<file path="src/shared/spi_port_pkg.sv">
package spi_port_pkg;
   localparam int ADDR_W = 8;
   localparam logic [7:0] CTRL0_OFS = 8'h00;
   localparam logic [7:0] CTRL1_OFS = 8'h04;
   localparam logic [7:0] DATA_OFS = 8'h08;
   // Port control 0 fields
   localparam int EN_BIT = 4;
   localparam int MODE_LSB = 5;
   localparam int MODE_SLV_BIT = 2;
   // Port control 1 fields
   localparam int TRF_BIT = 0;
   localparam int WCOL_BIT = 1;
   localparam int CSEN_BIT = 2;
   localparam int MLS_BIT = 3;
   localparam int POL_BIT = 4;
   localparam int EDGE_BIT = 5;
   localparam logic [7:0] CTRL0_RST = 8'h00;
   localparam logic [7:0] CTRL1_RST = 8'h00;
   localparam logic [7:0] DATA_RST = 8'h00;
   // Half serial clock periods in system clocks, per clock source
   localparam logic [8:0] HALF0 = 9'h008;
   localparam logic [8:0] HALF1 = 9'h020;
   localparam logic [8:0] HALF2 = 9'h080;
   localparam logic [8:0] HALF3 = 9'h100;
   localparam logic [3:0] BITS = 4'h8;
   localparam logic [4:0] EDGES = 5'h10;
   localparam logic [1:0] RESP_OKAY = 2'h0;
   localparam logic [1:0] RESP_SLVERR = 2'h2;
   typedef enum logic [1:0] {
      X_IDLE = 2'b00,
      X_MRUN = 2'b01,
      X_SRUN = 2'b10
   } xfer_t;
endpackage : spi_port_pkg

</file>
<file path="src/rtl/spi_master_slave_port.sv">
// Local design decisions: the register addresses and the AXI4-Lite interface to the registers.
`timescale 1ns/100ps
module spi_master_slave_port (
   // System
   input wire logic clock,
   input wire logic reset_n,
   // AXI4-Lite write
   input wire logic awvalid,
   output logic awready,
   input wire logic [spi_port_pkg::ADDR_W-1:0] awaddr,
   input wire logic wvalid,
   output logic wready,
   input wire logic [31:0] wdata,
   input wire logic [3:0] wstrb,
   output logic bvalid,
   input wire logic bready,
   output logic [1:0] bresp,
   // AXI4-Lite read
   input wire logic arvalid,
   output logic arready,
   input wire logic [spi_port_pkg::ADDR_W-1:0] araddr,
   output logic rvalid,
   input wire logic rready,
   output logic [31:0] rdata,
   output logic [1:0] rresp,
   // Serial link, output enables low to drive
   input wire logic serial_clock_pin_in,
   output logic serial_clock_pin_out,
   output logic serial_clock_pin_oe_n,
   input wire logic slave_select_n_in,
   output logic slave_select_n_out,
   output logic slave_select_n_oe_n,
   input wire logic serial_data_in,
   output logic serial_data_out,
   output logic serial_data_out_oe_n
);
   import spi_port_pkg::*;

   typedef struct packed {
      logic aw_v;
      logic [ADDR_W-1:0] aw_a;
      logic w_v;
      logic [31:0] w_d;
      logic [3:0] w_s;
      logic b_v;
      logic [1:0] b_r;
      logic r_v;
      logic [31:0] r_d;
      logic [1:0] r_r;
      logic [2:0] mode;
      logic en;
      logic edg;
      logic pol;
      logic mls;
      logic csen;
      logic wcol;
      logic trf;
      logic [7:0] tx;
      logic [7:0] rd;
      logic [7:0] sh;
      xfer_t st;
      logic [8:0] div;
      logic [4:0] ecnt;
      logic [3:0] scnt;
      logic [3:0] ccnt;
      logic sck;
      logic sdo;
      logic [2:0] s1;
      logic [2:0] s2;
      logic [2:0] s3;
      logic [2:0] lvl;
      logic [2:0] plvl;
   } state_t;

   state_t q;
   state_t n;
   logic master, cpol, cpha, sel, busy, wr_ev, wd_ev, start, fin;
   logic sedge, tick, lead, ev, smp, chg;
   logic [8:0] hc;
   logic [7:0] wd;

   // Bit at shift position i in the chosen order; past the word reads 1
   function automatic logic bit_at(input logic [7:0] d, input logic [3:0] i,
                                   input logic msb);
      logic [2:0] k;
      k = msb ? 3'h7 - i[2:0] : i[2:0];
      bit_at = i[3] ? 1'b1 : d[k];
   endfunction : bit_at

   // ---------------------------------------------------------------
   // Next state
   // ---------------------------------------------------------------
   always_comb begin
      n = q;
      wr_ev = 1'b0;
      wd_ev = 1'b0;
      start = 1'b0;
      fin = 1'b0;
      wd = q.w_d[7:0];
      master = ~q.mode[MODE_SLV_BIT];
      cpol = ~q.pol;
      cpha = q.edg;
      sel = ~q.csen | ~q.lvl[1];
      busy = q.st != X_IDLE;
      case (q.mode[1:0])
         2'h0: hc = HALF0;
         2'h1: hc = HALF1;
         2'h2: hc = HALF2;
         default: hc = HALF3;
      endcase
      // Pin synchronisers: clock, select, data-in
      n.s1 = {serial_data_in, slave_select_n_in, serial_clock_pin_in};
      n.s2 = q.s1;
      n.s3 = q.s2;
      n.lvl = (q.s2 & q.s3) | (q.lvl & (q.s2 | q.s3));
      n.plvl = q.lvl;
      // Bus slave
      awready = ~q.aw_v & ~q.b_v;
      wready = ~q.w_v & ~q.b_v;
      arready = ~q.r_v;
      if (awvalid && awready) begin
         n.aw_v = 1'b1;
         n.aw_a = awaddr;
      end
      if (wvalid && wready) begin
         n.w_v = 1'b1;
         n.w_d = wdata;
         n.w_s = wstrb;
      end
      if (q.b_v && bready) begin
         n.b_v = 1'b0;
      end
      if (q.r_v && rready) begin
         n.r_v = 1'b0;
      end
      if (arvalid && arready) begin
         n.r_v = 1'b1;
         n.r_r = RESP_OKAY;
         case (araddr)
            CTRL0_OFS: n.r_d = {24'h0, q.mode, q.en, 4'h0};
            CTRL1_OFS: n.r_d = {26'h0, q.edg, q.pol, q.mls, q.csen, q.wcol, q.trf};
            DATA_OFS: n.r_d = {24'h0, q.rd};
            default: begin
               n.r_d = 32'h0;
               n.r_r = RESP_SLVERR;
            end
         endcase
      end
      if (q.aw_v && q.w_v && !q.b_v) begin
         wr_ev = 1'b1;
         n.aw_v = 1'b0;
         n.w_v = 1'b0;
         n.b_v = 1'b1;
         n.b_r = RESP_OKAY;
         case (q.aw_a)
            CTRL0_OFS: begin
               if (q.w_s[0]) begin
                  n.mode = wd[MODE_LSB+:3];
                  n.en = wd[EN_BIT];
               end
            end
            CTRL1_OFS: begin
               if (q.w_s[0]) begin
                  n.edg = wd[EDGE_BIT];
                  n.pol = wd[POL_BIT];
                  n.mls = wd[MLS_BIT];
                  n.csen = wd[CSEN_BIT];
                  n.wcol = q.wcol & wd[WCOL_BIT];
                  n.trf = q.trf & wd[TRF_BIT];
               end
            end
            DATA_OFS: wd_ev = q.w_s[0];
            default: n.b_r = RESP_SLVERR;
         endcase
      end
      if (wd_ev) begin
         if (busy) begin
            n.wcol = 1'b1;
         end else begin
            n.tx = wd;
            start = q.en & master;
         end
      end
      // Shift engine; runs on the system clock, and with en clear it is held in X_IDLE
      sedge = q.en & ~master & sel & (q.lvl[0] ^ q.plvl[0]);
      tick = (q.st == X_MRUN) && (q.div == 9'h0);
      lead = tick ? (q.sck == cpol) : (q.lvl[0] != cpol);
      ev = tick | sedge;
      smp = ev & (lead ^ cpha);
      chg = ev & ~(lead ^ cpha);
      if (q.st == X_MRUN) begin
         if (tick) begin
            n.sck = ~q.sck;
            n.div = hc - 9'h1;
            n.ecnt = q.ecnt + 5'h1;
         end else begin
            n.div = q.div - 9'h1;
         end
      end else if (sedge && lead) begin
         // Only a leading edge opens a word; a stray trailing edge stays idle
         n.st = X_SRUN;
      end
      if (smp) begin
         n.sh = q.mls ? {q.sh[6:0], q.lvl[2]} : {q.lvl[2], q.sh[7:1]};
         n.scnt = q.scnt + 4'h1;
         fin = q.scnt == BITS - 4'h1;
      end
      if (chg) begin
         n.sdo = bit_at(q.tx, cpha ? q.ccnt : q.ccnt + 4'h1, q.mls);
         n.ccnt = q.ccnt + 4'h1;
      end
      if (fin) begin
         n.rd = n.sh;
         n.trf = 1'b1;
         n.scnt = 4'h0;
         n.ccnt = 4'h0;
         if (!master) begin
            n.st = X_IDLE;
         end
      end
      if (tick && q.ecnt == EDGES - 5'h1) begin
         n.st = X_IDLE;
         n.sdo = 1'b1;
      end
      if (q.st == X_IDLE && !(sedge && lead)) begin
         n.scnt = 4'h0;
         n.ccnt = 4'h0;
         n.sck = cpol;
         n.sdo = (~master & sel & ~cpha) ? bit_at(q.tx, 4'h0, q.mls) : 1'b1;
      end
      if (q.st == X_SRUN && (!sel || master)) begin
         n.st = X_IDLE;
      end
      if (!q.en) begin
         n.st = X_IDLE;
         n.sdo = 1'b1;
      end
      if (start) begin
         n.st = X_MRUN;
         n.div = hc - 9'h1;
         n.ecnt = 5'h0;
         n.scnt = 4'h0;
         n.ccnt = 4'h0;
         n.sck = cpol;
         n.sdo = cpha ? 1'b1 : bit_at(wd, 4'h0, q.mls);
      end
   end

   // ---------------------------------------------------------------
   // State register
   // ---------------------------------------------------------------
   always_ff @(posedge clock or negedge reset_n) begin
      if (!reset_n) begin
         q <= '0;
         q.st <= X_IDLE;
         q.mode <= CTRL0_RST[MODE_LSB+:3];
         q.en <= CTRL0_RST[EN_BIT];
         q.edg <= CTRL1_RST[EDGE_BIT];
         q.pol <= CTRL1_RST[POL_BIT];
         q.mls <= CTRL1_RST[MLS_BIT];
         q.csen <= CTRL1_RST[CSEN_BIT];
         q.rd <= DATA_RST;
         q.tx <= DATA_RST;
         q.sdo <= 1'b1;
         q.sck <= 1'b1;
         q.s1 <= 3'h7;
         q.s2 <= 3'h7;
         q.s3 <= 3'h7;
         q.lvl <= 3'h7;
         q.plvl <= 3'h7;
      end else begin
         q <= n;
      end
   end

   // ---------------------------------------------------------------
   // Outputs
   // ---------------------------------------------------------------
   assign bvalid = q.b_v;
   assign bresp = q.b_r;
   assign rvalid = q.r_v;
   assign rdata = q.r_d;
   assign rresp = q.r_r;
   assign serial_clock_pin_out = q.sck;
   assign serial_clock_pin_oe_n = ~(q.en & master);
   assign slave_select_n_out = q.st != X_MRUN;
   assign slave_select_n_oe_n = ~(q.en & master & q.csen);
   assign serial_data_out = q.sdo;
   assign serial_data_out_oe_n = ~q.en;
endmodule : spi_master_slave_port

</file>
<file path="config.mk">
export PLATFORM = sky130hd
export DESIGN_NAME = spi_master_slave_port
export DESIGN_NICKNAME = d
export VERILOG_FILES = /design/src/shared/spi_port_pkg.sv /design/src/rtl/spi_master_slave_port.sv
export SDC_FILE = /design/constraint.sdc
export NUM_CORES = 1
export LEC_CHECK = 0
export BUFFER_PORTS_ARGS = -buffer_cell sky130_fd_sc_hd__clkbuf_2
export CELL_PAD_IN_SITES_DETAIL_PLACEMENT = 0
export CELL_PAD_IN_SITES_GLOBAL_PLACEMENT = 1
export CORE_ASPECT_RATIO = 2
export CORE_MARGIN = 3
export CORE_UTILIZATION = 43
export DETAILED_ROUTE_END_ITERATION = 6
export MAX_ROUTING_LAYER = met4
export PLACE_DENSITY = 0.9
export SYNTH_ARGS = -nofsm -noshare
export SYNTH_HDL_FRONTEND = slang
export SYNTH_SLANG_ARGS = --single-unit
</file>
<file path="constraint.sdc">
create_clock -name clock -period 2.8 [get_ports clock]
set_input_delay 0.28 -clock clock [delete_from_list [all_inputs] [get_ports clock]]
set_output_delay 0.28 -clock clock [all_outputs]
set_load 0.01 [all_outputs]
</file>
# ---- Word-level counts from Yosys, hierarchy flattened
# Cells that the tools add are included.
dict set report classes {
  mux 58
  n_bitwise 36
  reduce_logical 43
  eq_ne 14
  n_lt_le_gt_ge 2
  n_addsub 6
}
# op n
set ops {}
lappend ops {{37-bit two-way mux} 1}
lappend ops {{35-bit two-way mux} 1}
lappend ops {{9-bit one-hot mux with 3 select lines} 1}
lappend ops {{26-bit two-way mux} 1}
lappend ops {{1-bit two-way mux} 24}
lappend ops {{2-bit two-way mux} 12}
lappend ops {{8-bit two-way mux} 3}
lappend ops {{8-bit one-hot mux with 3 select lines} 1}
lappend ops {{2-bit nonzero test} 10}
lappend ops {{9-bit two-way mux} 2}
lappend ops {{9-bit by 1-bit subtractor with 9-bit output, second input constant} 2}
lappend ops {{8-bit by 3-bit equality test with 1-bit output, second input constant} 2}
lappend ops {{8-bit by 4-bit equality test with 1-bit output, second input constant} 2}
lappend ops {{8-bit logical NOT} 2}
lappend ops {{1-bit inverter} 15}
lappend ops {{14-bit two-way mux} 1}
lappend ops {{1-bit AND} 13}
lappend ops {{1-bit logical AND} 12}
lappend ops {{4-bit two-way mux} 3}
lappend ops {{10-bit two-way mux} 1}
lappend ops {{1-bit binary-select mux with 3-bit select} 3}
lappend ops {{9-bit logical NOT} 1}
lappend ops {{3-bit two-way mux} 3}
lappend ops {{3-bit AND reduction} 3}
lappend ops {{24 further kinds} 40}
dict set report totals {
  out_inout_bits 47
  ff_bits 157
  inputBits 62
  elab_cells 192
}

# ---- Longest topological paths before layout
dict set report logic_depth {
  ltp_word 13
  ltp_mapped 11
  ltp_nobuf 9
}

# ---- Worst setup path before layout
# Ideal clock, no wire load.
dict set report synth_timing {
  path_type {register -> register}
  start {register q[30] (netlist bit)}
  end {register q[40] (netlist bit)}
  period_less_slack_ns 2.522
  n_path_buf 1
  arrival_ns 2.415
  setup_slack_ns 0.278
  stages_incl_launch_ff 11
  t_required_ns 2.693
  setup_ns 0.107
  path_cell_list {dfrtp_1 > inv_1 > ha_1 > or3b_2 > o41ai_1 > o2bb2ai_1 > mux2i_4 > nand4bb_1 > buf_4 > inv_2 > a2111oi_4}
}
# item line_no
set synth_lines {}
lappend synth_lines {{start, declared} spi_master_slave_port.sv:75} ;# state_t q;
lappend synth_lines {{start signal, assigned} spi_master_slave_port.sv:272} ;# q <= n;

# ---- Worst setup path in the final report
dict set report layout_timing {
  start {register q[30] (netlist bit)}
  end {register q (netlist bit serial_data_out)}
}
dict set report layout_via {
  elab_chain_cells 9
  word_cells_on_any_way 16
  classes_between {eq/ne (1); mux (5); bitwise (4); reduce/logical (6)}
}
# item line_no
set layout_rtl {}
lappend layout_rtl {{9-bit logical NOT (*)} spi_master_slave_port.sv:186} ;# tick = (q.st == X_MRUN) && (q.div == 9'h0);
lappend layout_rtl {{1-bit logical AND (*)} spi_master_slave_port.sv:186}
lappend layout_rtl {{1-bit two-way mux} spi_master_slave_port.sv:187} ;# lead = tick ? (q.sck == cpol) : (q.lvl[0] != cpol);
lappend layout_rtl {{1-bit logical AND} spi_master_slave_port.sv:225} ;# if (q.st == X_IDLE && !(sedge && lead)) begin
lappend layout_rtl {{1-bit logical NOT} spi_master_slave_port.sv:225}
lappend layout_rtl {{1-bit logical AND} spi_master_slave_port.sv:225}
lappend layout_rtl {{10-bit two-way mux} spi_master_slave_port.sv:225}
lappend layout_rtl {{1-bit two-way mux} spi_master_slave_port.sv:234} ;# if (!q.en) begin
lappend layout_rtl {{26-bit two-way mux} spi_master_slave_port.sv:238} ;# if (start) begin
# Mark *: on every way between the ends. The rest lies on a longest branch, timed or not.
# A chain may end at the register's enable or synchronous reset.

==> flow_metrics.tcl <==
set metrics [dict create \
    crit_arrival_ps 2940 \
    placementRows 56 \
    syn_inst 486 \
    cpMaxStageDelayCell "or3b_2" \
    coreArea_um2 11800 \
    final_common_cell "dfrtp_1" \
    n_antenna_cell 0 \
    grt_max_degree 70 \
    slowest_delay_ps 500 \
    powerDensity_nw_per_um2 648 \
    drive_gt1_frac 0.270 \
    required_ps 3080 \
    htree_levels 3 \
    first_global_vias 3641 \
    fin_crit_sh 0.950 \
    dpl.hpwl_mm 8.39 \
    fillers 1070 \
    clock_skew_ps 9.38 \
    initial_core_util 0.441 \
    path_depth 10 \
    path_buf_inv 2 \
    fmax_ghz 0.376 \
    post_synth_instance_area_um2 5190 \
    antenna_found_initial 0 \
    drtAntennaViolNets 0 \
    period_minus_slack_ps 2660 \
    drv_slew 0 \
    syn_area_per_cell_um2 10.7 \
    r2r_cells 10 \
    dp.cells 670 \
    synth_cell_types 56 \
    synth_warnings 0 \
    crit_fanout 10 \
    setup_viol 0 \
    grt_overflow_total 0 \
    vias_per_cell 5.23 \
    root_buffer "clkbuf_16" \
    io_buffer_count 55 \
    cap_viol_max_count 0 \
    numCtsBuffers 9 \
    die_h_um 161 \
    clk_path_buf_depth 2 \
    tightest_slew_ps 872 \
    insertion_delay_ps 350 \
    avgRoutedWirePerCell_um 15.8 \
    cts_tree "built" \
    cp_cell_sequence "inv_1 > ha_1 > or3b_2 > nor4_4 > buf_4 > a21boi_2 > o21a_1 > or3_1 > nor2_1 > a21oi_1" \
    areaGrowthSynthToFinish_pct 12.8 \
    design_area_um2 5860 \
    peakVddDrop_v 0.000508 \
    grt_first_pass_wirelength_mm 17.9 \
    grt_use_total 0.171 \
    setup_ws_ps 140 \
    cp-end-kind "flip-flop" \
    remaining_drc_errors 0 \
    finalNonFillerCells 689 \
    status "finished, final reports clean" \
    drt-pass1-iter-count 4 \
    cp_top_family "simple AND/OR/NAND/NOR gates" \
    dpl_worst_slack_ps 32.9 \
    rsz0062_at_grt "yes" \
    p_leak_nw 2.65 \
    cts.sinks 104 \
    gp_congestion 0.888 \
    fin_tns_setup_ps 0 \
    ff_latch_area_um2 2620 \
    synthFlopType "dfrtp_1" \
    final_nets 608 \
    die_x_um 83.7 \
    hold_slack_ps 18.1 \
    wl_mm 10.9 \
    placed_area_um2 5500 \
    async_flop_share 1.00 \
    ios 109 \
    seq_area_frac_synth 0.505 \
    drt_iter0_drc 230 \
    worst_setup_path_start_kind "flip-flop" \
    holdCritPathClass "in2async" \
    crit_type "reg2reg" \
    die_area_um2 13500 \
    multi_input_area_um2 2300 \
    yosys_register_bits 104 \
    hold_viol 0 \
    synth-edff-count 0 \
    vias 3602 \
    maxSlewHeadroom 0.419 \
    layout_common_cells "89 x dfrtp_1, 54 x clkbuf_2, 50 x nand2_1" \
    cts.clk_slew.worst_paths_ps 70 \
]
## report_power, final
part / switching (mW) / internal [mW]
combinational: 0.309 / 0.322
clock: 0.594 / 0.650
sequential: 0.203 / 1.72
total: 1.11 / 2.69
## synth_stat cells, types with 10 or more instances
library cell  count  area (µm²)
dfstp_2          15         394
mux2_2           35         394
nor2b_1          11        68.8
nand2_1          50         188
dfrtp_1          89        2230
nor2_1           32         120
a21oi_1          17        85.1
inv_1            10        37.5
buf_4            38         285
mux2i_1          21         210
nand3_1          11        55.1
clkbuf_1         14        52.6
xor2_1           10        87.6
o21ai_0          41         205
## metrics by stage
| step | utilization | power, mW |
|---|---|---|
| final | 0.498 | 3.79 |
| after global routing | 0.498 | 3.99 |
| after CTS | 0.495 | 3.84 |
| after detailed placement | 0.467 | 2.59 |
| after global placement | 0.467 | 2.54 |
| after floorplan | - | 2.36 |
## logic make-up (layout without fill, tap and decap cells)
group                      after synthesis  count (layout)  synth area share
xor gates and xnor gates                17              17            0.0313
AOI/OAI and AO/OA                       92              92             0.111
and+or+nand+nor                        139             139             0.133
DFF                                    104             104             0.505
muxes                                   57              57             0.121
buffers and inverters                   66              99            0.0754
other                                    1              26          0.000722
adders and majority gates               10              10            0.0227
## registers in the layout, indices dropped and copies added (netlist names)
name,count
q,80
rdata,8
rresp,1
serial_data_out,1
bresp,1
bvalid,1
rvalid,1
n,9
serial_clock_pin_out,1
cpha,1
## layer usage
| layer | vias to the layer above | wire length, µm | share of wire | GRT usage |
|---|---|---|---|---|
| met2 | 81 | 6250 | 0.57 | 0.321 |
| met1 | 1756 | 4000 | 0.37 | 0.172 |
| met5 | - | 0 | 0 | - |
| li1 | 1745 | - | - | - |
| met3 | 20 | 362 | 0.033 | 0.0296 |
| met4 | 0 | 278 | 0.026 | 0.0710 |
## worst register-to-register path, stage by stage (launching register included)
cell and delay, ps:
dfrtp_1 370, inv_1 120, ha_1 170, or3b_2 500, nor4_4 310, buf_4 250
a21boi_2 90, o21a_1 250, or3_1 390, nor2_1 100, a21oi_1 50
## worst paths after layout
path | start | endpoint | slack [ps]
max reg2reg | q[30] | serial_data_out | 140
min reg2reg | n[11] | n[8] | 360
min in group clock | rready | rvalid | 100
max in group asynchronous | reset_n | rvalid | 1980
min | reset_n | q[18] | 20
max | q[30] | serial_data_out | 140
## layout make-up
| type | instances | share of cell area |
|---|---|---|
| clock buffer | 10 | 0.0408 |
| clock inverter | 6 | 0.00982 |
| inverter | 11 | 0.00705 |
| multi-input combinational | 341 | 0.393 |
| sequential | 104 | 0.447 |
| tap | 145 | 0.0310 |
| timing repair buffer | 72 | 0.0711 |
## repair_timing
| item | 4_1_cts | 5_1_grt |
|---|---|---|
| setup buffers | 0 | 0 |
| endpoints found under the setup margin | 0 | 12 |
| endpoints found under the hold margin | 3 | 0 |
| gates resized for setup | 0 | 4 |
| hold buffers | 3 | 0 |
No activity file was read; power rests on OpenSTA's default activity.
